`config.mk`:
```
export PLATFORM = sky130hd
export DESIGN_NAME = pmio_seq
export DESIGN_NICKNAME = d
export VERILOG_FILES = /design/src/core/pmio_pkg.sv /design/src/core/pmio_dwell.sv /design/src/core/pmio_seq.sv
export VERILOG_INCLUDE_DIRS = /design/src /design/src/core
export SDC_FILE = /design/constraint.sdc
export NUM_CORES = 1
export LEC_CHECK = 0
export ABC_CLOCK_PERIOD_IN_PS = 4200
export BUFFER_PORTS_ARGS = -buffer_cell sky130_fd_sc_hd__buf_2
export CORE_ASPECT_RATIO = 2
export CORE_MARGIN = 3
export CORE_UTILIZATION = 47
export CTS_CLUSTER_SIZE = 24
export DETAILED_ROUTE_END_ITERATION = 10
export PLACE_DENSITY = 0.62
export SYNTH_ARGS = -nofsm -noshare
export SYNTH_HDL_FRONTEND = slang
export SYNTH_SLANG_ARGS = --single-unit
```
`constraint.sdc`:
```
create_clock -name REF_CLK -period 4.2 [get_ports REF_CLK]
set_input_delay 0.84 -clock REF_CLK [delete_from_list [all_inputs] [get_ports REF_CLK]]
set_output_delay 0.84 -clock REF_CLK [all_outputs]
set_load 0.01 [all_outputs]
```
`src/core/pmio_regs.svh`:
```
// Register map, field positions, reset values and timing constants of the press motion sequencer.
`ifndef PMIO_REGS_SVH
`define PMIO_REGS_SVH

// Byte addresses of the APB registers.
`define PMIO_A_CTRL 12'h000
`define PMIO_A_CMD 12'h004
`define PMIO_A_DDOWN 12'h008
`define PMIO_A_DUP 12'h00C
`define PMIO_A_DBOOST 12'h010
`define PMIO_A_DITEM 12'h014
`define PMIO_A_DSTACK 12'h018
`define PMIO_A_STARGET 12'h01C
`define PMIO_A_STATUS 12'h020
`define PMIO_A_HOLEREF 12'h024

// Control register fields.
`define PMIO_C_SLOWHALT 0
`define PMIO_C_JOBVALID 1
`define PMIO_C_ERRBLOCK 2
`define PMIO_C_FASTSEL 3
`define PMIO_C_PRINTEN 4
`define PMIO_C_HOLEEN 5
`define PMIO_CTRL_W 6
`define PMIO_CTRL_RST 6'h00

// Command register fields, write only, self clearing.
`define PMIO_K_CUT0 0
`define PMIO_K_CUT1 1
`define PMIO_K_ITEM 2

// Status register fields; message request and hole seen are write one to clear.
`define PMIO_S_MODE 2:0
`define PMIO_S_RUN 3
`define PMIO_S_MSGREQ 8
`define PMIO_S_HOLESEEN 9
`define PMIO_S_COUNT 31:16

// Dwell registers are tick counts; reset values.
`define PMIO_DWELL_RST 16'h0000
`define PMIO_TARGET_RST 16'h0000
`define PMIO_PRINT_TICKS 16'h000A
`define PMIO_CNT_LAST 16'h0001

// Dwell time base: clock period and tick period in nanoseconds.
`define PMIO_CLK_NS 5
`define PMIO_TICK_NS 1000000

`endif

```
`src/core/pmio_pkg.sv`:
```
// Types shared by the press motion sequencer files.
package pmio_pkg;

  // Operating modes of the motion outputs.
  typedef enum logic [2:0] {
    PMIO_HALT,
    PMIO_JOG_F,
    PMIO_JOG_R,
    PMIO_RUN_F,
    PMIO_RUN_S
  } pmio_mode_e;

  // Switch and photo-cell inputs, one bit each except the two-bit down and up limit switches.
  typedef struct packed {
    logic jog_fwd;
    logic jog_rev;
    logic run;
    logic man_stack;
    logic print_det;
    logic hole_det;
    logic [1:0] down_done;
    logic [1:0] up_done;
  } pmio_sw_s;

  // Motion output group.
  typedef struct packed {
    logic fast;
    logic slow;
    logic rev;
    logic fwd;
    logic run;
  } pmio_motion_s;

endpackage

```
`src/core/pmio_dwell.sv`:
```
// Dwell timer: holds its output for a number of time-base ticks, may be cut short.
`timescale 1ns/10ps
`include "pmio_regs.svh"
module pmio_dwell (
  // Clock and reset.
  input wire logic clk,
  input wire logic rstn,
  // Control.
  input wire logic tick,
  input wire logic start,
  input wire logic abort,
  input wire logic [15:0] dwell,
  // Result.
  output logic on,
  output logic done
);
  logic [15:0] cnt;

  // The timer ends on its last tick, on an abort, or at once for a zero dwell.
  assign done = (start && dwell == `PMIO_DWELL_RST) ||
                (on && !start && (abort || (tick && cnt == `PMIO_CNT_LAST)));

  // Count down the dwell while the output is on.
  always_ff @(posedge clk or negedge rstn)
  begin
    if (!rstn)
    begin
      cnt <= `PMIO_DWELL_RST;
      on <= 1'b0;
    end
    else if (start)
    begin
      cnt <= dwell;
      on <= (dwell != `PMIO_DWELL_RST);
    end
    else if (on && abort)
    begin
      cnt <= `PMIO_DWELL_RST;
      on <= 1'b0;
    end
    else if (on && tick)
    begin
      cnt <= cnt - `PMIO_CNT_LAST;
      on <= (cnt != `PMIO_CNT_LAST);
    end
  end
endmodule // pmio_dwell

```
`src/core/pmio_seq.sv`:
```
// Press motion I/O sequencer with APB registers.
//
// The APB register port and the address map are this design's own decisions.
`timescale 1ns/10ps
`include "pmio_regs.svh"
module pmio_seq #(
  parameter int TICK_CYCLES = `PMIO_TICK_NS / `PMIO_CLK_NS
) (
  // Clock and reset.
  input wire logic REF_CLK,
  input wire logic RSTN,
  // APB slave.
  input wire logic PSEL,
  input wire logic PENABLE,
  input wire logic PWRITE,
  input wire logic [11:0] PADDR,
  input wire logic [31:0] PWDATA,
  output logic [31:0] PRDATA,
  output logic PREADY,
  output logic PSLVERR,
  // Machine switches and photo-cells, asynchronous.
  input wire logic JOG_FWD,
  input wire logic JOG_REV,
  input wire logic RUN_IN,
  input wire logic MAN_STACK,
  input wire logic PRINT_DET,
  input wire logic HOLE_DET,
  input wire logic [1:0] DOWN_DONE,
  input wire logic [1:0] UP_DONE,
  // Material position from the encoder logic, same clock.
  input wire logic [31:0] MAT_POS,
  // Motion outputs.
  output logic FAST,
  output logic SLOW,
  output logic REV,
  output logic FWD,
  output logic RUN,
  // Press outputs; index 0 is the shear.
  output logic [1:0] PRESS_DOWN,
  output logic [1:0] PRESS_UP,
  output logic [1:0] BOOST,
  // Pulsed outputs.
  output logic ITEM_DONE,
  output logic STACKER,
  output logic PRINT_TRIG
);
  pmio_pkg::pmio_sw_s sw_raw, sw_meta, sw, sw_prev, sw_rise;
  pmio_pkg::pmio_mode_e mode;
  pmio_pkg::pmio_motion_s motion, next_motion;
  logic [`PMIO_CTRL_W-1:0] ctrl;
  logic [15:0] d_down, d_up, d_boost, d_item, d_stack, s_target, s_count;
  logic [31:0] hole_ref, rd_word;
  logic [31:0] tick_cnt;
  logic tick, run_on, next_run_on, msg_req, hole_seen;
  logic wr_en, addr_ok, item_go, stack_go, print_go, hole_go, count_hit;
  logic [1:0] cut_go, down_end, up_end;
  logic [1:0] down_on, up_on, boost_on;
  logic item_on, stack_on, print_on;

  // Two flip-flop synchroniser, then a previous copy for edge detection.
  assign sw_raw = {JOG_FWD, JOG_REV, RUN_IN, MAN_STACK, PRINT_DET, HOLE_DET, DOWN_DONE, UP_DONE};
  assign sw_rise = sw & ~sw_prev;
  always_ff @(posedge REF_CLK or negedge RSTN)
  begin
    if (!RSTN)
    begin
      sw_meta <= '0;
      sw <= '0;
      sw_prev <= '0;
    end
    else
    begin
      sw_meta <= sw_raw;
      sw <= sw_meta;
      sw_prev <= sw;
    end
  end

  // Time-base divider giving a one-cycle tick.
  assign tick = (tick_cnt == TICK_CYCLES - 1);
  always_ff @(posedge REF_CLK or negedge RSTN)
  begin
    if (!RSTN)
      tick_cnt <= '0;
    else
      tick_cnt <= tick ? '0 : tick_cnt + 32'h00000001;
  end

  // Run mode enters on a run press with a valid job and no error block, and leaves as soon as run drops.
  assign next_run_on = !sw.run ? 1'b0 :
                       (sw_rise.run && ctrl[`PMIO_C_JOBVALID] && !ctrl[`PMIO_C_ERRBLOCK]) ? 1'b1 :
                       run_on;

  // Mode selection; jog requests only count outside run and only while held.
  assign mode = run_on ? (ctrl[`PMIO_C_FASTSEL] ? pmio_pkg::PMIO_RUN_F : pmio_pkg::PMIO_RUN_S) :
                sw.jog_fwd ? pmio_pkg::PMIO_JOG_F :
                sw.jog_rev ? pmio_pkg::PMIO_JOG_R : pmio_pkg::PMIO_HALT;

  // Motion output table per mode.
  always_comb
  begin
    next_motion = '0;
    unique case (mode)
      pmio_pkg::PMIO_HALT: next_motion.slow = ctrl[`PMIO_C_SLOWHALT];
      pmio_pkg::PMIO_JOG_F: next_motion = '{fast: 1'b0, slow: 1'b1, rev: 1'b0, fwd: 1'b1, run: 1'b0};
      pmio_pkg::PMIO_JOG_R: next_motion = '{fast: 1'b0, slow: 1'b1, rev: 1'b1, fwd: 1'b0, run: 1'b0};
      pmio_pkg::PMIO_RUN_F: next_motion = '{fast: 1'b1, slow: 1'b0, rev: 1'b0, fwd: 1'b1, run: 1'b1};
      pmio_pkg::PMIO_RUN_S: next_motion = '{fast: 1'b0, slow: 1'b1, rev: 1'b0, fwd: 1'b1, run: 1'b1};
      default: next_motion = '0;
    endcase
  end

  // Registered run state and motion outputs.
  always_ff @(posedge REF_CLK or negedge RSTN)
  begin
    if (!RSTN)
    begin
      run_on <= 1'b0;
      motion <= '0;
    end
    else
    begin
      run_on <= next_run_on;
      motion <= next_motion;
    end
  end
  assign {FAST, SLOW, REV, FWD, RUN} = motion;

  // APB decode; the answer is ready in the first access cycle.
  assign wr_en = PSEL && PENABLE && PREADY && PWRITE;
  assign addr_ok = (PADDR <= `PMIO_A_HOLEREF) && (PADDR[1:0] == 2'h0);
  always_comb
  begin
    rd_word = '0;
    unique case (PADDR)
      `PMIO_A_CTRL: rd_word[`PMIO_CTRL_W-1:0] = ctrl;
      `PMIO_A_DDOWN: rd_word[15:0] = d_down;
      `PMIO_A_DUP: rd_word[15:0] = d_up;
      `PMIO_A_DBOOST: rd_word[15:0] = d_boost;
      `PMIO_A_DITEM: rd_word[15:0] = d_item;
      `PMIO_A_DSTACK: rd_word[15:0] = d_stack;
      `PMIO_A_STARGET: rd_word[15:0] = s_target;
      `PMIO_A_STATUS:
      begin
        rd_word[`PMIO_S_MODE] = mode;
        rd_word[`PMIO_S_RUN] = run_on;
        rd_word[`PMIO_S_MSGREQ] = msg_req;
        rd_word[`PMIO_S_HOLESEEN] = hole_seen;
        rd_word[`PMIO_S_COUNT] = s_count;
      end
      `PMIO_A_HOLEREF: rd_word = hole_ref;
      default: rd_word = '0;
    endcase
  end

  // Bus answer registers and software-written registers.
  always_ff @(posedge REF_CLK or negedge RSTN)
  begin
    if (!RSTN)
    begin
      PREADY <= 1'b0;
      PRDATA <= '0;
      PSLVERR <= 1'b0;
      ctrl <= `PMIO_CTRL_RST;
      {d_down, d_up, d_boost} <= {3{`PMIO_DWELL_RST}};
      {d_item, d_stack} <= {2{`PMIO_DWELL_RST}};
      s_target <= `PMIO_TARGET_RST;
    end
    else
    begin
      PREADY <= PSEL && !PENABLE;
      PRDATA <= (PSEL && !PENABLE && !PWRITE) ? rd_word : '0;
      PSLVERR <= PSEL && !PENABLE && !addr_ok;
      if (wr_en)
      begin
        unique case (PADDR)
          `PMIO_A_CTRL: ctrl <= PWDATA[`PMIO_CTRL_W-1:0];
          `PMIO_A_DDOWN: d_down <= PWDATA[15:0];
          `PMIO_A_DUP: d_up <= PWDATA[15:0];
          `PMIO_A_DBOOST: d_boost <= PWDATA[15:0];
          `PMIO_A_DITEM: d_item <= PWDATA[15:0];
          `PMIO_A_DSTACK: d_stack <= PWDATA[15:0];
          `PMIO_A_STARGET: s_target <= PWDATA[15:0];
          default: ;
        endcase
      end
    end
  end

  // Event decode for cuts, items, stacker, print and hole.
  assign cut_go = (wr_en && PADDR == `PMIO_A_CMD) ?
                  (PWDATA[`PMIO_K_CUT1:`PMIO_K_CUT0] & ~(down_on | up_on)) : 2'h0;
  assign item_go = wr_en && PADDR == `PMIO_A_CMD && PWDATA[`PMIO_K_ITEM] && run_on;
  assign count_hit = cut_go[0] && s_target != `PMIO_TARGET_RST &&
                     s_count + `PMIO_CNT_LAST >= s_target;
  assign stack_go = sw_rise.man_stack || count_hit;
  assign print_go = sw_rise.print_det && ctrl[`PMIO_C_PRINTEN];
  assign hole_go = sw_rise.hole_det && ctrl[`PMIO_C_HOLEEN];

  // Shear and press cycles: down with boost, then up.
  for (genvar g = 0; g < 2; g++)
  begin : g_tool
    pmio_dwell u_down (.clk(REF_CLK), .rstn(RSTN), .tick(tick), .start(cut_go[g]),
      .abort(sw.down_done[g]), .dwell(d_down), .on(down_on[g]), .done(down_end[g]));
    pmio_dwell u_up (.clk(REF_CLK), .rstn(RSTN), .tick(tick), .start(down_end[g]),
      .abort(sw.up_done[g]), .dwell(d_up), .on(up_on[g]), .done(up_end[g]));
    pmio_dwell u_boost (.clk(REF_CLK), .rstn(RSTN), .tick(tick), .start(cut_go[g]),
      .abort(1'b0), .dwell(d_boost), .on(boost_on[g]), .done());
  end
  assign PRESS_DOWN = down_on;
  assign PRESS_UP = up_on;
  assign BOOST = boost_on;

  // Item complete, stacker and print trigger pulses.
  pmio_dwell u_item (.clk(REF_CLK), .rstn(RSTN), .tick(tick), .start(item_go), .abort(1'b0),
    .dwell(d_item), .on(item_on), .done());
  pmio_dwell u_stack (.clk(REF_CLK), .rstn(RSTN), .tick(tick), .start(stack_go), .abort(1'b0),
    .dwell(d_stack), .on(stack_on), .done());
  pmio_dwell u_print (.clk(REF_CLK), .rstn(RSTN), .tick(tick), .start(print_go), .abort(1'b0),
    .dwell(`PMIO_PRINT_TICKS), .on(print_on), .done());
  assign ITEM_DONE = item_on;
  assign STACKER = stack_on;
  assign PRINT_TRIG = print_on;

  // Part counter, message request, hole reference; a new print or hole event beats a clear, a stacker clear beats a count.
  always_ff @(posedge REF_CLK or negedge RSTN)
  begin
    if (!RSTN)
    begin
      s_count <= `PMIO_TARGET_RST;
      msg_req <= 1'b0;
      hole_seen <= 1'b0;
      hole_ref <= '0;
    end
    else
    begin
      if (stack_go)
        s_count <= `PMIO_TARGET_RST;
      else if (cut_go[0])
        s_count <= s_count + `PMIO_CNT_LAST;
      if (print_go)
        msg_req <= 1'b1;
      else if (wr_en && PADDR == `PMIO_A_STATUS && PWDATA[`PMIO_S_MSGREQ])
        msg_req <= 1'b0;
      if (hole_go)
        hole_seen <= 1'b1;
      else if (wr_en && PADDR == `PMIO_A_STATUS && PWDATA[`PMIO_S_HOLESEEN])
        hole_seen <= 1'b0;
      if (hole_go)
        hole_ref <= MAT_POS;
    end
  end

  // Checks on the sequencing.
  a_down_bottom_stop: assert property (@(posedge REF_CLK) disable iff (!RSTN)
    down_on[1] && sw.down_done[1] && !cut_go[1] |=> !down_on[1])
    else $error("Press down stayed on after bottom input.");
  a_up_top_stop: assert property (@(posedge REF_CLK) disable iff (!RSTN)
    up_on[1] && sw.up_done[1] && !down_end[1] |=> !up_on[1])
    else $error("Up output stayed on after top input.");
  a_up_after_down: assert property (@(posedge REF_CLK) disable iff (!RSTN)
    down_on[0] ##1 !down_on[0] && d_up != `PMIO_DWELL_RST |-> up_on[0])
    else $error("Up stroke did not follow down stroke.");
  a_shear_full_dwell: assert property (@(posedge REF_CLK) disable iff (!RSTN)
    down_on[0] && !tick && !sw.down_done[0] |=> down_on[0])
    else $error("Shear down ended without tick or bottom input.");
  a_jog_fwd_table: assert property (@(posedge REF_CLK) disable iff (!RSTN)
    mode == pmio_pkg::PMIO_JOG_F |=> SLOW && FWD && !FAST && !REV && !RUN)
    else $error("Jog forward outputs wrong.");
  a_run_fast_table: assert property (@(posedge REF_CLK) disable iff (!RSTN)
    mode == pmio_pkg::PMIO_RUN_F |=> FAST && FWD && RUN && !SLOW && !REV)
    else $error("Run fast outputs wrong.");
  a_slow_halted: assert property (@(posedge REF_CLK) disable iff (!RSTN)
    mode == pmio_pkg::PMIO_HALT |=> SLOW == $past(ctrl[`PMIO_C_SLOWHALT]))
    else $error("Slow output wrong while halted.");
  a_run_entry_ok: assert property (@(posedge REF_CLK) disable iff (!RSTN)
    !run_on ##1 run_on |-> $past(ctrl[`PMIO_C_JOBVALID]) && !$past(ctrl[`PMIO_C_ERRBLOCK]))
    else $error("Run entered without valid job.");
  a_jog_in_run: assert property (@(posedge REF_CLK) disable iff (!RSTN)
    run_on |-> ##1 !REV)
    else $error("Reverse jog acted in run mode.");
  a_run_drop: assert property (@(posedge REF_CLK) disable iff (!RSTN)
    !sw.run |=> !run_on ##1 !RUN)
    else $error("Run mode kept after run input dropped.");
  a_item_in_run: assert property (@(posedge REF_CLK) disable iff (!RSTN)
    $rose(item_on) |-> $past(run_on))
    else $error("Item complete pulsed outside run.");
  a_stack_manual: assert property (@(posedge REF_CLK) disable iff (!RSTN)
    sw_rise.man_stack && d_stack != `PMIO_DWELL_RST |=> STACKER && s_count == `PMIO_TARGET_RST)
    else $error("Manual stacker did not pulse and clear.");
  a_print_trigger: assert property (@(posedge REF_CLK) disable iff (!RSTN)
    print_go |=> PRINT_TRIG && msg_req)
    else $error("Print detect did not trigger.");
  a_hole_capture: assert property (@(posedge REF_CLK) disable iff (!RSTN)
    hole_go |=> hole_ref == $past(MAT_POS))
    else $error("Hole reference not captured.");
  a_boost_start: assert property (@(posedge REF_CLK) disable iff (!RSTN)
    cut_go[0] && d_boost != `PMIO_DWELL_RST |=> BOOST[0])
    else $error("Boost did not start with the cut.");
endmodule // pmio_seq

```
# == Yosys cells after proc, flatten, opt, wreduce, memory -nomap -nowiden ==
# Index checks and enable logic that the tools add are counted.
# classes
n_addsub,11
n_lt_le_gt_ge,2
n_eq_ne,26
n_mux,68
bitwise,5
reduce_logical,82
# ops
cell,count
two-way mux 16 bit,24
"!= test 16 x 1 -> 1 bit, second input constant",9
"subtractor 16 x 1 -> 16 bit, second input constant",9
nonzero test 16 bit,6
two-way mux 32 bit,2
"equality test 12 x 5 -> 1 bit, second input constant",4
one-hot mux 6 bit (7 select lines),1
logical AND 1 bit,40
one-hot mux 4 bit (9 select lines),1
"adder 32 x 1 -> 32 bit, second input constant",1
"equality test 16 x 1 -> 1 bit, second input constant",2
"equality test 32 x 18 -> 1 bit, second input constant",1
one-hot mux 16 bit (2 select lines),1
one-hot mux 2 bit (8 select lines),2
two-way mux 1 bit,29
"equality test 12 x 4 -> 1 bit, second input constant",2
"equality test 12 x 6 -> 1 bit, second input constant",2
"adder 16 x 1 -> 16 bit, second input constant",1
>= comparator 16 bit,1
logical NOT 16 bit,1
nonzero test 2 bit,8
one-hot mux 2 bit (7 select lines),1
AND reduction 2 bit,7
"equality test 12 x 3 -> 1 bit, second input constant",1
other kinds (22),38
# totals
ff_bits,405
in_bits,91
output_inout_bits,48
elab_cells,255

# == Logic depth before layout (Yosys ltp) ==
# Gate-level depths: netlist (run 1).
# logic_depth
word_depth,10
ltp_mapped,16
depth_no_buf,13

# == Modules after synthesis ==
# A second synthesis (run 1) with hierarchy kept.
# unflattened
cells_unflattened,2141
area_unflattened_um2,21307.9
# by_module_without_submodules
mod,n_inst,cells_each,area_per_inst_um2,seq_area_each_um2
pmio_seq,1,899,11015.6,6206.0
pmio_dwell,9,138,1143.6,425.4

# == Least setup slack after synthesis (run 1) ==
# OpenSTA, ideal clock, no wires.
# synth_timing
path_type,reg-to-reg
from,register s_count[0]
to,register u_stack.cnt[10]
setup_time_ps,125
arrival_ps,3130
required_ps,4075
setup_slack_ps,944
path_stages_with_launch,17
path_buffers,3
period_less_slack_ps,3256
cell_sequence,dfrtp_1 ha_1 and3_1 and3_1 clkbuf_1 nand2_1 nor2_1 xnor2_1 inv_1 ha_1 nand4_1 nor2_1 a2111oi_0 o21a_1 buf_6 buf_6 mux2_4
# synth_via
elab_chain_cells,5
elab_cells_between_ends,6
cone_classes,add/sub (1); order compare (1); mux (1); reduce/logical (3)
# synth_lines
element,line,rtl
"start, declared",pmio_seq.sv:51,"logic [15:0] d_down, d_up, d_boost, d_item, d_stack, s_target, s_count;"
"start signal, assigned",pmio_seq.sv:230,s_count <= `PMIO_TARGET_RST;
"start signal, assigned",pmio_seq.sv:238,s_count <= `PMIO_TARGET_RST;
"start signal, assigned",pmio_seq.sv:240,s_count <= s_count + `PMIO_CNT_LAST;
adder 16 x 1 -> 16 bit (no line) *,n/a,
>= comparator 16 bit *,pmio_seq.sv:195,s_count + `PMIO_CNT_LAST >= s_target;
logical AND 1 bit *,pmio_seq.sv:194,assign count_hit = cut_go[0] && s_target != `PMIO_TARGET_RST &&
logical OR 1 bit *,pmio_seq.sv:196,assign stack_go = sw_rise.man_stack || count_hit;
two-way mux 16 bit or nonzero test 2 bit (tied branches),n/a,
"end signal, assigned",pmio_dwell.sv:28,cnt <= `PMIO_DWELL_RST;
"end signal, assigned",pmio_dwell.sv:33,cnt <= dwell;
"end signal, assigned",pmio_dwell.sv:38,cnt <= `PMIO_DWELL_RST;
"end, declared",pmio_dwell.sv:17,logic [15:0] cnt;
# Every way passes the cells marked *; elsewhere a longest branch is shown, timed or not.
# A chain may end at the register's enable or synchronous reset.

# == Final worst setup path (run 1) ==
# layout_timing
from,register s_count[0]
to,register u_stack.cnt[2]
# Same word-level chain as after synthesis.

==> implementation parameters, run 1 <==
Parameter                              Value

Die
  Die Area ... 0.0452 sq mm
  Number of top-level pins ... 139
  Core region area ... 0.0419 sq mm
  Starting density of the core ... 47.7%
  Standard-cell rows ... 106
  Die boundary width ... 152 microns
  Chip height ... 298 microns

CTS
  Post-CTS Hold Fix Bufs ... 0
  Clock latency reported for the late side of the worst-skew pair ... 550 ps
  Post_cts resized ... 0
  Maximum root-to-sink buffer count ... 3
  Clk pin slew, worst setup/hold paths ... 70 ps
  H-tree depth reported by CTS ... 2
  TritonCTS buffer count ... 38
  TritonCTS clock tree ... built
  Number of sinks handled by clock tree synthesis ... 401
  Clock Root Buffer ... sky130_fd_sc_hd__clkbuf_16
  Number of post-CTS setup repair buffers ... 0

Drt
  Post-detailed-route via-to-cell ratio ... 6.17
  Iteration count of the initial detailed-routing pass ... 8
  Wirelength, routed ... 63300 microns
  DRC violations left ... 0
  Average wire per cell in the routed design ... 24.5 microns
  Post-route antenna net violation count ... 0
  Detailed Route Iter0 Violations ... 1147
  DR vias ... 16000

Power and ir drop
  Pwr dens ... 348 mW/mm^2
  Total design power ... 7.89 mW
  Leakage power figure ... 10.1 nW
  Largest vdd supply drop ... 0.000307 V

Finish
  Ratio of cells with drive above 1 in the final layout ... 20.2%
  Number of antenna cells inserted ... 0
  Net count of the finished layout ... 2150
  Util after Layout ... 54.2%
  Layout fillers ... 3786
  Non-filler cells in the finished layout ... 2588
  Layout-stage area growth over the synthesis result ... 13.5%

Yosys
  Parity-gate share of the synthesized area counting xor and xnor cells ... 5.91%
  Number of warnings printed during yosys synthesis ... 0
  Simple-gate share of the synthesized area ... 18.1%
  Post-synthesis sequential area ratio ... 50.2%
  Adder-cell share of the synthesized area ... 2.25%
  Dominant synthesized flop cell ... sky130_fd_sc_hd__dfrtp_1
  Largest family of logic cells by synthesized area ... simple AND/OR/NAND/NOR gates
  Number of different library cells in the post-synthesis netlist ... 76
  Synthesized netlist cell count ... 1897
  Share of flip-flops with an asynchronous set or reset ... 100%
  Complex-gate fraction of the synthesized area ... 11.7%
  Syn_area_per_cell ... 10.5 sq um
  Post-synthesis cell area ... 0.0200 sq mm
  #FFs+latches synth ... 401
  Multiplexer area fraction after synthesis ... 8.51%
  Number of enable-type register cells in the synthesized netlist ... 0
  Number of nets in the synthesized netlist ... 2024

Global routing
  Largest net degree at the start of global routing ... 102
  Initial antenna violation count ... 0
  Global-route total usage across every layer ... 27.5%
  Global route total overflow ... 0
  Via count of the first global-routing pass ... 16500
  Global-route wire length before repair ... 97800 microns

Setup path
  Largest incremental delay on the critical path ... 590 ps
  Data arrival, critical path ... 4200 ps
  Critical-path cell list ... ha_1 -> and3_1 -> and3_1 -> nand2_1 -> nor2_1 -> xnor2_1 -> inv_1 -> ha_1 -> nand4_1 -> nor2_1 -> a2111oi_0 -> o21a_1 -> buf_12 -> mux2_2
  Master of the slowest instance on the critical path ... sky130_fd_sc_hd__a2111oi_0
  Endpoint class of the critical path ... flop
  Critical path class ... reg2reg
  Startpoint types ... flop
  Worst-path maximum fanout ... 17
  Required time of the critical path ... 4620 ps

Timing
  Final min period ... 3780 ps
  Max Clock Freq ... 264 MHz
  Final period util ... 90.1%
  Least setup slack across all paths after layout ... 416 ps
  Max-Slew Margin vs Limit ... 15.3%
  Sum Neg Setup Slack ... 0 ps
  Setup repair after global routing missed its margin ... false
  Worst-margin pin slew ... 1260 ps
  Final count of pins violating max slew ... 0
  Worst-case clock skew ... 30.7 ps
  Final hold violation count ... 0
  Final setup vio count ... 0

Placed design
  Worst slack, placed ... 439 ps
  Placed cell count ... 2523
  Post-detailed-placement half-perimeter wirelength ... 46800 microns
  Routability congestion estimate from global placement ... 0.943
  Port Buf Inserts ... 122

Worst hold path
  Hold crit path type ... in2async

Status
  Outcome ... completed

Flow run
  Max-Cap Viols ... 0
==> where the power goes <==
| part | leakage [nW] | switching [mW] | total (mW) | internal, mW |
|---|---|---|---|---|
| registers | 5.05 | 0.0286 | 3.93 | 3.90 |
| clock network | 0.648 | 1.56 | 3.71 | 2.16 |
| logic | 4.41 | 0.171 | 0.253 | 0.0816 |
==> sequential cells by signal, indices dropped and copies added (netlist names), 4 cells and up <==
signal	cells
sw_prev	4
u_item.cnt	16
g_tool.u_up.cnt	32
u_print.cnt	16
hole_ref	32
sw_meta	10
u_stack.cnt	16
d_item	16
d_boost	16
ctrl	6
d_up	16
PRDATA	32
g_tool.u_boost.cnt	32
d_down	16
g_tool.u_down.cnt	32
d_stack	16
s_target	16
tick_cnt	32
sw	10
s_count	16
==> final cells by class <==
type                       instances  area (sq um)  area share [%]
sequential                       401         10000            44.2
clock buffer                      48          1090            4.80
timing repair buffer             180          1130            4.98
clock inverter                    17           236            1.04
inverter                          57           214           0.943
tap                              540           676            2.98
multi-input combinational       1345          9320            41.0
==> per-layer routing <==
| metal | track usage [%] | share of wire (%) |
|---|---|---|
| met5 | 0 | 0 |
| met4 | 18.3 | 7.9 |
| met3 | 3.76 | 5.2 |
| met2 | 49.4 | 52 |
| met1 | 29.8 | 35 |
==> kinds of logic after synthesis <==
logic type / after synthesis
and+or+nand+nor: 676
DFF: 401
AOI/OAI and AO/OA: 349
buffers and inverters: 151
muxes: 149
xor gates and xnor gates: 135
adders and majority gates: 36
==> layout by cell type, fill, tap and decap left out, types with 30 or more instances in the layout <==
| cell | synthesis | final |
|---|---|---|
| sky130_fd_sc_hd__a22oi_1 | 30 | 30 |
| sky130_fd_sc_hd__mux2_2 | 132 | 132 |
| sky130_fd_sc_hd__nor3_1 | 35 | 35 |
| sky130_fd_sc_hd__nand2_1 | 156 | 156 |
| sky130_fd_sc_hd__buf_2 | 22 | 121 |
| sky130_fd_sc_hd__inv_1 | 57 | 57 |
| sky130_fd_sc_hd__nor4_1 | 68 | 67 |
| sky130_fd_sc_hd__nand3_1 | 79 | 79 |
| sky130_fd_sc_hd__a21oi_1 | 66 | 66 |
| sky130_fd_sc_hd__nand4_1 | 43 | 43 |
| sky130_fd_sc_hd__xor2_1 | 89 | 89 |
| sky130_fd_sc_hd__o21ai_0 | 97 | 97 |
| sky130_fd_sc_hd__xnor2_1 | 46 | 46 |
| sky130_fd_sc_hd__buf_4 | 11 | 52 |
| sky130_fd_sc_hd__clkbuf_16 | 0 | 39 |
| sky130_fd_sc_hd__dfrtp_1 | 401 | 401 |
| sky130_fd_sc_hd__ha_1 | 36 | 36 |
| sky130_fd_sc_hd__nor2_1 | 137 | 137 |
==> final timing paths <==
path	startpoint	cells after the start	to	slack [ps]
max in group asynchronous	RSTN	2	d_item[2]$_DFFE_PN0P_	2830
worst max register to register	s_count[0]$_DFFE_PN0P_	14	u_stack.cnt[2]$_DFFE_PN0P_	420
min in group REF_CLK	sw_meta[7]$_DFF_PN0_	0	sw[7]$_DFF_PN0_	350
worst min register to register	sw_meta[7]$_DFF_PN0_	0	sw[7]$_DFF_PN0_	350
worst max-delay path	s_count[0]$_DFFE_PN0P_	14	u_stack.cnt[2]$_DFFE_PN0P_	420
worst min-delay path	RSTN	1	g_tool[0].u_down.cnt[14]$_DFFE_PN0P_	330
==> through the flow <==
stage | hold slack (ps) | cell area (sq um)
floorplan | 331 | 20000
global placement | 333 | 21400
detailed placement | 335 | 21400
CTS | 350 | 22700
global route | 353 | 22700
finish | 325 | 22700
==> critical path, delay by kind of cell (launching register included) <==
kind            cells  cell delay (ps)
flops               1              480
fa+ha+maj           2              540
simple gates        6             1000
xor+xnor            1              160
compound gates      2              860
mux                 1              360
buf+inv             2              240
==> Yosys cell counts (4+ instances only) <==
library cell / n / area (sq um)
sky130_fd_sc_hd__a221oi_1: 4 / 35.0
sky130_fd_sc_hd__nand4b_1: 14 / 123
sky130_fd_sc_hd__inv_1: 57 / 214
sky130_fd_sc_hd__nor2_1: 137 / 514
sky130_fd_sc_hd__nand4_1: 43 / 269
sky130_fd_sc_hd__nand2_1: 156 / 586
sky130_fd_sc_hd__nor4_1: 68 / 425
sky130_fd_sc_hd__and4_1: 14 / 123
sky130_fd_sc_hd__a21oi_1: 66 / 330
sky130_fd_sc_hd__and2_0: 4 / 25.0
sky130_fd_sc_hd__and3_1: 23 / 144
sky130_fd_sc_hd__a22oi_1: 30 / 225
sky130_fd_sc_hd__ha_1: 36 / 450
sky130_fd_sc_hd__a22o_1: 26 / 228
sky130_fd_sc_hd__or4_1: 14 / 105
sky130_fd_sc_hd__or3_1: 7 / 43.8
sky130_fd_sc_hd__nor3_1: 35 / 175
sky130_fd_sc_hd__mux2i_1: 8 / 80.1
sky130_fd_sc_hd__a21o_1: 6 / 45.0
sky130_fd_sc_hd__a222oi_1: 21 / 210
sky130_fd_sc_hd__or2_2: 6 / 37.5
sky130_fd_sc_hd__o211ai_1: 8 / 60.1
sky130_fd_sc_hd__mux2_4: 9 / 135
sky130_fd_sc_hd__xor2_1: 89 / 780
sky130_fd_sc_hd__nor3b_1: 10 / 75.1
sky130_fd_sc_hd__mux2_2: 132 / 1490
sky130_fd_sc_hd__nand2b_1: 13 / 81.3
sky130_fd_sc_hd__clkbuf_1: 56 / 210
sky130_fd_sc_hd__o21a_1: 10 / 75.1
sky130_fd_sc_hd__a221o_1: 6 / 60.1
sky130_fd_sc_hd__o21ai_0: 97 / 485
sky130_fd_sc_hd__buf_2: 22 / 110
sky130_fd_sc_hd__xnor2_1: 46 / 403
sky130_fd_sc_hd__dfrtp_1: 401 / 10000
sky130_fd_sc_hd__nor2b_1: 12 / 75.1
sky130_fd_sc_hd__buf_4: 11 / 82.6
sky130_fd_sc_hd__nand3_1: 79 / 395
sky130_fd_sc_hd__nor4_4: 4 / 85.1
sky130_fd_sc_hd__and2_1: 11 / 68.8
sky130_fd_sc_hd__nand3b_1: 10 / 75.1
sky130_fd_sc_hd__o31ai_1: 15 / 113
sky130_fd_sc_hd__a31oi_1: 23 / 144
Note: power is estimated with default switching activity, not from simulation.
==> run 2, diff against run 1 <==
--- a/config.mk
+++ b/config.mk
@@ -10,10 +10,10 @@
 export BUFFER_PORTS_ARGS = -buffer_cell sky130_fd_sc_hd__buf_2
 export CORE_ASPECT_RATIO = 2
 export CORE_MARGIN = 3
-export CORE_UTILIZATION = 47
+export CORE_UTILIZATION = 31
 export CTS_CLUSTER_SIZE = 24
 export DETAILED_ROUTE_END_ITERATION = 10
-export PLACE_DENSITY = 0.62
+export PLACE_DENSITY = 0.44
 export SYNTH_ARGS = -nofsm -noshare
 export SYNTH_HDL_FRONTEND = slang
 export SYNTH_SLANG_ARGS = --single-unit
==> run 2 against run 1 <==
  * First-iteration DRC count up 0.61%
  * Highest routed layer is now met5
  * Register-to-register slack about the same
  * Setup slack worse by 7.7 ps
  * Final cell count up 11%
  * Total power up 4.2%
==> implementation parameters, run 2 (same netlist as run 1, synthesis figures left out) <==
Parameter                              Value

Timing
  Final setup vio count ... 0 (unchanged)
  Least setup slack across all paths after layout ... 409 ps (-7.75 ps)
  Max-Slew Margin vs Limit ... 23.4% (+8.2 points)
  Final min period ... 3790 ps (+7.75 ps)
  Final hold violation count ... 0 (unchanged)
  Setup repair after global routing missed its margin ... false
  Final period util ... 90.3% (+0.18 points)
  Worst-margin pin slew ... 1140 ps (-115 ps)
  Final count of pins violating max slew ... 0 (unchanged)
  Sum Neg Setup Slack ... 0 ps (unchanged)
  Max Clock Freq ... 264 MHz (-0.20%)
  Worst-case clock skew ... 21.0 ps (-9.69 ps)

Setup path
  Origin of the critical flop-to-flop path ... s_count[2]$_DFFE_PN0P_
  Buffering stage count on the worst path with inverters included ... 2 (unchanged)
  Endpoint class of the critical path ... flop
  Worst setup path endpoint ... u_stack.cnt[6]$_DFFE_PN0P_
  Master of the slowest instance on the critical path ... sky130_fd_sc_hd__dfrtp_1
  Setup slack of the worst register-to-register path ... 410 ps (about the same)
  Required time of the critical path ... 4650 ps (+30 ps)
  End of the worst register-to-register path ... u_stack.cnt[6]$_DFFE_PN0P_
  Startpoint types ... flop
  Instance count on the critical path ... 14 (unchanged)
  Launch point of the critical path ... s_count[2]$_DFFE_PN0P_
  Worst-path maximum fanout ... 17 (unchanged)
  Largest incremental delay on the critical path ... 440 ps (-150 ps)
  Critical-path cell list ... nand3_1 -> nor2_1 -> nand3_1 -> nor2_1 -> xnor2_1 -> inv_1 -> ha_1 -> a21o_1 -> a21oi_1 -> nor2b_1 -> a2111oi_0 -> o21a_1 -> buf_4 -> mux2_2
  Family with the most delay on the worst path ... simple AND/OR/NAND/NOR gates
  Critical path class ... reg2reg
  Data arrival, critical path ... 4240 ps (+40 ps)
  Worst Reg-to-Reg Cells ... 14 (unchanged)

Finish
  Top library cells by usage in the layout, fill and taps aside ... sky130_fd_sc_hd__dfrtp_1 (401), sky130_fd_sc_hd__nand2_1 (156), sky130_fd_sc_hd__nor2_1 (137)
  Ratio of cells with drive above 1 in the final layout ... 20.7% (+0.49 points)
  Number of antenna cells inserted ... 0 (unchanged)
  Net count of the finished layout ... 2163 (+0.60%)
  Most common cell after layout, fill and taps aside ... sky130_fd_sc_hd__dfrtp_1
  Layout-stage area growth over the synthesis result ... 16.0%

Global routing
  Initial antenna violation count ... 1 (+1)
  Global-route wire length before repair ... 106000 microns (+8.4%)
  Via count of the first global-routing pass ... 16700 (+0.95%)
  Largest net degree at the start of global routing ... 119 (+17%)
  Global-route total usage across every layer ... 20.8% (-6.6 points)
  Global route total overflow ... 0 (unchanged)

Drt
  Iteration count of the initial detailed-routing pass ... 7 (-1)
  Wirelength, routed ... 70600 microns (+12%)
  DRC violations left ... 0 (unchanged)
  DR vias ... 15800 (-1.3%)
  Post-route antenna net violation count ... 0 (unchanged)
  Detailed Route Iter0 Violations ... 1154 (+0.61%)
  Average wire per cell in the routed design ... 24.7 microns (+0.79%)
  Post-detailed-route via-to-cell ratio ... 5.50 (-11%)

Placed design
  Worst slack, placed ... 390 ps (-49.1 ps)
  Routability congestion estimate from global placement ... 0.885 (-6.2%)
  Post-detailed-placement half-perimeter wirelength ... 53000 microns (+13%)
  Port Buf Inserts ... 122 (unchanged)

Power and ir drop
  Pwr dens ... 355 mW/mm^2 (+2.0%)
  Largest vdd supply drop ... 0.000281 V (-8.6%)
  Leakage power figure ... 10.2 nW (+0.95%)

Die
  Die Area ... 0.0678 sq mm (+50%)
  Number of top-level pins ... 139 (unchanged)
  Standard-cell rows ... 131 (+24%)
  Chip height ... 365 microns (+23%)
  Core region area ... 0.0638 sq mm (+52%)
  Starting density of the core ... 31.4% (-16 points)
  Die boundary width ... 186 microns (+22%)

CTS
  Post_cts resized ... 0 (unchanged)
  Clk pin slew, worst setup/hold paths ... 70 ps (about the same)
  Maximum root-to-sink buffer count ... 3 (unchanged)
  Clock Root Buffer ... sky130_fd_sc_hd__clkbuf_16
  Post-CTS Hold Fix Bufs ... 0 (unchanged)
  Number of sinks handled by clock tree synthesis ... 401 (unchanged)
  TritonCTS clock tree ... built
  TritonCTS buffer count ... 41 (+7.9%)
  Number of post-CTS setup repair buffers ... 0 (unchanged)
  H-tree depth reported by CTS ... 2 (unchanged)
  Clock latency reported for the late side of the worst-skew pair ... 570 ps (+20 ps)

Worst hold path
  Startpoint of the worst hold path ... sw_meta[4]$_DFF_PN0_
  Hold crit path type ... reg2reg

Flow run
  Max-Cap Viols ... 0 (unchanged)

Status
  Outcome ... completed
-- run 2: changes by cell type in the layout (fill, tap and decap cells not counted), moves of 2 or more --
cell,change
sky130_fd_sc_hd__buf_12,-2
sky130_fd_sc_hd__buf_4,+12
sky130_fd_sc_hd__bufinv_16,+2
sky130_fd_sc_hd__clkbuf_1,+6
sky130_fd_sc_hd__clkbuf_16,+2
sky130_fd_sc_hd__clkbuf_8,-2
-- run 2: layout make-up --
class / instances / area (sq um)
fill: 6367 / 40600
sequential: 401 / 10000
multi-input combinational: 1345 / 9320
timing repair buffer: 190 / 1180
clock buffer: 54 / 1130
tap: 798 / 998
clock inverter: 20 / 308
inverter: 57 / 214
-- run 2: worst min path at each step --
stage,cells after the start,slack (ps),end
6_report,0,350,sw[4]$_DFF_PN0_
5_1_grt,1,350,sw_meta[5]$_DFF_PN0_
4_1_cts,1,340,sw_meta[5]$_DFF_PN0_
3_5_place_dp,0,330,sw[7]$_DFF_PN0_
3_3_place_gp,0,340,sw[6]$_DFF_PN0_
2_1_floorplan,0,330,sw[0]$_DFF_PN0_
-- run 2: metrics by stage --
stage	cell area (sq um)	hold slack (ps)	utilization, %	cells	power (mW)
3_5_place_dp	21800	335	34.1	2791	4.28
6_report	23200	347	36.4	2865	8.22
3_3_place_gp	21700	338	34.1	2791	4.27
5_1_grt	23200	352	36.4	2865	8.51
4_1_cts	23200	339	36.4	2865	8.35
2_1_floorplan	20000	331	-	1897	4.07
-- run 2: report_power, final --
part / switching, mW / total, mW / internal (mW)
logic: 0.181 / 0.267 / 0.0855
registers: 0.0300 / 3.93 / 3.90
clock network: 1.67 / 4.03 / 2.35
-- run 2: per-layer routing --
layer | vias up | global-route usage [%] | routed length (microns) | part of all wire (%)
met5 | - | 0 | 13 | 0.018
met4 | 2 | 12.0 | 4810 | 6.8
met3 | 166 | 2.37 | 2530 | 3.6
met2 | 437 | 39.0 | 37800 | 54
met1 | 7958 | 22.3 | 25400 | 36
li1 | 7200 | - | - | -
==> run 3, diff against run 2 <==
--- a/config.mk
+++ b/config.mk
@@ -6,6 +6,7 @@
 export SDC_FILE = /design/constraint.sdc
 export NUM_CORES = 1
 export LEC_CHECK = 0
+export ABC_AREA = 1
 export ABC_CLOCK_PERIOD_IN_PS = 4200
 export BUFFER_PORTS_ARGS = -buffer_cell sky130_fd_sc_hd__buf_2
 export CORE_ASPECT_RATIO = 2
@@ -13,7 +14,7 @@
 export CORE_UTILIZATION = 31
 export CTS_CLUSTER_SIZE = 24
 export DETAILED_ROUTE_END_ITERATION = 10
-export PLACE_DENSITY = 0.44
+export PLACE_DENSITY = 0.43
 export SYNTH_ARGS = -nofsm -noshare
 export SYNTH_HDL_FRONTEND = slang
 export SYNTH_SLANG_ARGS = --single-unit
==> run 3 against run 2 <==
  * Synthesized cell count up 51%
  * Die area increased by 12%
  * Critical path depth is 1 higher
  * Final cell count is 37% higher
  * Cell area up 10%
  * Sequential cell count unchanged
  * Fmax up 10%
  * Clock power rose by 11%
  * Core utilization fell by 0.35 points
  * Critical path type unchanged
  * Largest cell class is now multi-input combinational cells
==> implementation parameters, run 3 <==
Parameter                              Value

Drt
  Detailed Route Iter0 Violations ... 1283 (+11%)
  DR vias ... 19900 (+26%)
  Post-detailed-route via-to-cell ratio ... 5.07 (-7.9%)
  Average wire per cell in the routed design ... 21.3 microns (-14%)
  Iteration count of the initial detailed-routing pass ... 5 (-2)
  Post-route antenna net violation count ... 0 (unchanged)
  Wirelength, routed ... 83300 microns (+18%)
  DRC violations left ... 0 (unchanged)

Die
  Number of top-level pins ... 139 (unchanged)
  Core region area ... 0.0711 sq mm (+12%)
  Starting density of the core ... 31.5% (+0.12 points)
  Standard-cell rows ... 138 (+5.3%)
  Chip height ... 386 microns (+5.7%)
  Die Area ... 0.0757 sq mm (+12%)
  Die boundary width ... 196 microns (+5.6%)

Yosys
  Dominant synthesized flop cell ... sky130_fd_sc_hd__dfrtp_1
  Dominant cells by area after synthesis ... sky130_fd_sc_hd__dfrtp_1 (45%), sky130_fd_sc_hd__nand2_1 (13%), sky130_fd_sc_hd__nand3_1 (6.2%), sky130_fd_sc_hd__nor2_1 (4.9%), sky130_fd_sc_hd__inv_1 (4.6%)
  Largest area contributor in the synthesized netlist ... sky130_fd_sc_hd__dfrtp_1
  #FFs+latches synth ... 401 (unchanged)
  Post-synthesis cell area ... 0.0224 sq mm (+12%)
  Number of warnings printed during yosys synthesis ... 0 (unchanged)
  Syn_area_per_cell ... 7.84 sq um (-26%)
  Dominant cell by count in the synthesized netlist ... sky130_fd_sc_hd__nand2_1
  Number of nets in the synthesized netlist ... 2985 (+47%)
  Post-synthesis sequential area ratio ... 44.8% (-5.4 points)
  Number of enable-type register cells in the synthesized netlist ... 0 (unchanged)
  Number of different library cells in the post-synthesis netlist ... 51 (-33%)
  Cell types with the highest counts after synthesis ... sky130_fd_sc_hd__nand2_1 (773), sky130_fd_sc_hd__dfrtp_1 (401), sky130_fd_sc_hd__nor2_1 (291), sky130_fd_sc_hd__nand3_1 (279), sky130_fd_sc_hd__inv_1 (277)
  Share of flip-flops with an asynchronous set or reset ... 100% (unchanged)
  Synth top area share ... 44.8% (-5.4 points)
  Synthesized netlist cell count ... 2858 (+51%)

CTS
  Clock latency reported for the late side of the worst-skew pair ... 610 ps (+40 ps)
  Clock Root Buffer ... sky130_fd_sc_hd__clkbuf_16
  H-tree depth reported by CTS ... 2 (unchanged)
  Post-CTS Hold Fix Bufs ... 0 (unchanged)
  Clk pin slew, worst setup/hold paths ... 60 ps (about the same)
  Maximum root-to-sink buffer count ... 3 (unchanged)
  Number of post-CTS setup repair buffers ... 0 (unchanged)
  Post_cts resized ... 0 (unchanged)
  TritonCTS buffer count ... 44 (+7.3%)
  TritonCTS clock tree ... built
  Number of sinks handled by clock tree synthesis ... 401 (unchanged)

Placed design
  Port Buf Inserts ... 122 (unchanged)
  Routability congestion estimate from global placement ... 0.897 (+1.4%)
  Worst slack, placed ... 776 ps (+386 ps)
  Post-detailed-placement half-perimeter wirelength ... 64400 microns (+22%)

Finish
  Util after Layout ... 36.0% (-0.35 points)
  Layout fillers ... 7546 (+19%)
  Footprint of the multi-input gates ... 0.0108 sq mm (+16%)
  Area taken by flip-flops and latches ... 0.0100 sq mm (unchanged)
  Ratio of cells with drive above 1 in the final layout ... 12.0% (-8.7 points)
  Net count of the finished layout ... 3098 (+43%)
  Most common cell after layout, fill and taps aside ... sky130_fd_sc_hd__nand2_1
  Layout-stage area growth over the synthesis result ... 14.4%
  Top library cells by usage in the layout, fill and taps aside ... sky130_fd_sc_hd__nand2_1 (773), sky130_fd_sc_hd__dfrtp_1 (401), sky130_fd_sc_hd__nor2_1 (291)

Global routing
  Global-route wire length before repair ... 125000 microns (+18%)
  Via count of the first global-routing pass ... 20300 (+22%)
  Global route total overflow ... 0 (unchanged)
  Global-route total usage across every layer ... 21.9% (+1.0 points)
  Largest net degree at the start of global routing ... 89 (-25%)
  Initial antenna violation count ... 2 (+1)

Timing
  Final hold violation count ... 0 (unchanged)
  Final period util ... 81.7% (-8.6 points)
  Max Clock Freq ... 291 MHz (+10%)
  Setup repair after global routing missed its margin ... false
  Final setup vio count ... 0 (unchanged)
  Final min period ... 3430 ps (-359 ps)
  Worst-case clock skew ... 27.0 ps (+6.05 ps)
  Least setup slack across all paths after layout ... 768 ps (+359 ps)
  Sum Neg Setup Slack ... 0 ps (unchanged)
  Hold Slack ... 254 ps (-93.0 ps)
  Max-Slew Margin vs Limit ... 38.0% (+15 points)
  Final count of pins violating max slew ... 0 (unchanged)
  Worst-margin pin slew ... 928 ps (-216 ps)

Setup path
  Critical path class ... reg2reg
  Worst-path maximum fanout ... 16 (-1)
  Required time of the critical path ... 4740 ps (+90 ps)
  Startpoint types ... flop
  Data arrival, critical path ... 3980 ps (-260 ps)
  Endpoint class of the critical path ... flop

Flow run
  Max-Cap Viols ... 0 (unchanged)

Power and ir drop
  Pwr dens ... 443 mW/mm^2 (+25%)
  Largest vdd supply drop ... 0.000349 V (+24%)
  Total design power ... 11.3 mW (+38%)
  Leakage power figure ... 12.4 nW (+22%)

Status
  Outcome ... completed

Worst hold path
  Hold crit path type ... in2async
-- run 3: path summary, 6_finish.rpt --
check	start	endpoint	slack, ps	cells after the start
worst min register to register	sw_meta[6]$_DFF_PN0_	sw[6]$_DFF_PN0_	340	0
min in group REF_CLK	RUN_IN	sw_meta[7]$_DFF_PN0_	340	1
worst max register to register	s_count[2]$_DFFE_PN0P_	s_count[2]$_DFFE_PN0P_	770	15
worst min-delay path	RSTN	g_tool[0].u_boost.cnt[15]$_DFFE_PN0P_	250	1
max in group asynchronous	RSTN	hole_ref[27]$_DFFE_PN0P_	2960	2
worst max-delay path	s_count[2]$_DFFE_PN0P_	s_count[2]$_DFFE_PN0P_	770	15
-- run 3: cell type report --
class / count / area share (%)
sequential: 401 / 39.2
inverter: 292 / 4.29
clock inverter: 20 / 1.55
timing repair buffer: 151 / 3.52
antenna: 1 / 0.00976
tap: 910 / 4.44
multi-input combinational: 2081 / 42.2
clock buffer: 60 / 4.85
-- run 3: metrics by stage --
stage / area (sq um) / std cells
CTS: 25600 / 3915
detailed placement: 24000 / 3835
global placement: 24000 / 3835
global route: 25600 / 3915
floorplan: 22400 / 2858
finish: 25600 / 3916
-- run 3: critical path, stage by stage, from the launching register on --
cell,delay (ps)
sky130_fd_sc_hd__dfrtp_1,390
sky130_fd_sc_hd__inv_1,70
sky130_fd_sc_hd__nor3_1,380
sky130_fd_sc_hd__nand2_1,170
sky130_fd_sc_hd__nor2_1,260
sky130_fd_sc_hd__nand3_1,130
sky130_fd_sc_hd__xor2_1,240
sky130_fd_sc_hd__ha_1,290
sky130_fd_sc_hd__a21oi_1,140
sky130_fd_sc_hd__o21ai_0,100
sky130_fd_sc_hd__a21oi_1,130
sky130_fd_sc_hd__nand2_1,260
sky130_fd_sc_hd__a21oi_2,280
sky130_fd_sc_hd__buf_4,290
sky130_fd_sc_hd__nand3_1,100
sky130_fd_sc_hd__nand2_1,80
-- run 3: per-layer routing --
layer	share of wire (%)	global-route usage, %	up-vias
met1	36	22.5	9569
met5	0	0	-
met2	55	42.7	534
li1	-	-	9565
met4	5.9	11.2	0
met3	3.8	2.81	183
-- run 3: cell families (layout without fill, tap and decap cells) --
group / Yosys count / in the layout / synth area share [%]
DFF: 401 / 401 / 44.8
muxes: 32 / 32 / 1.61
AOI/OAI and AO/OA: 286 / 286 / 7.27
other: 0 / 1 / 0
and+or+nand+nor: 1598 / 1598 / 32.3
buffers and inverters: 376 / 523 / 6.96
adders and majority gates: 36 / 36 / 2.01
xor gates and xnor gates: 129 / 129 / 5.04
-- run 3: where the power goes --
part           switching [mW]  internal, mW  total [mW]
clock network            1.78          2.71        4.49
logic                    1.57         0.829        2.40
registers               0.324          4.14        4.46
total                    3.67          7.67        11.3
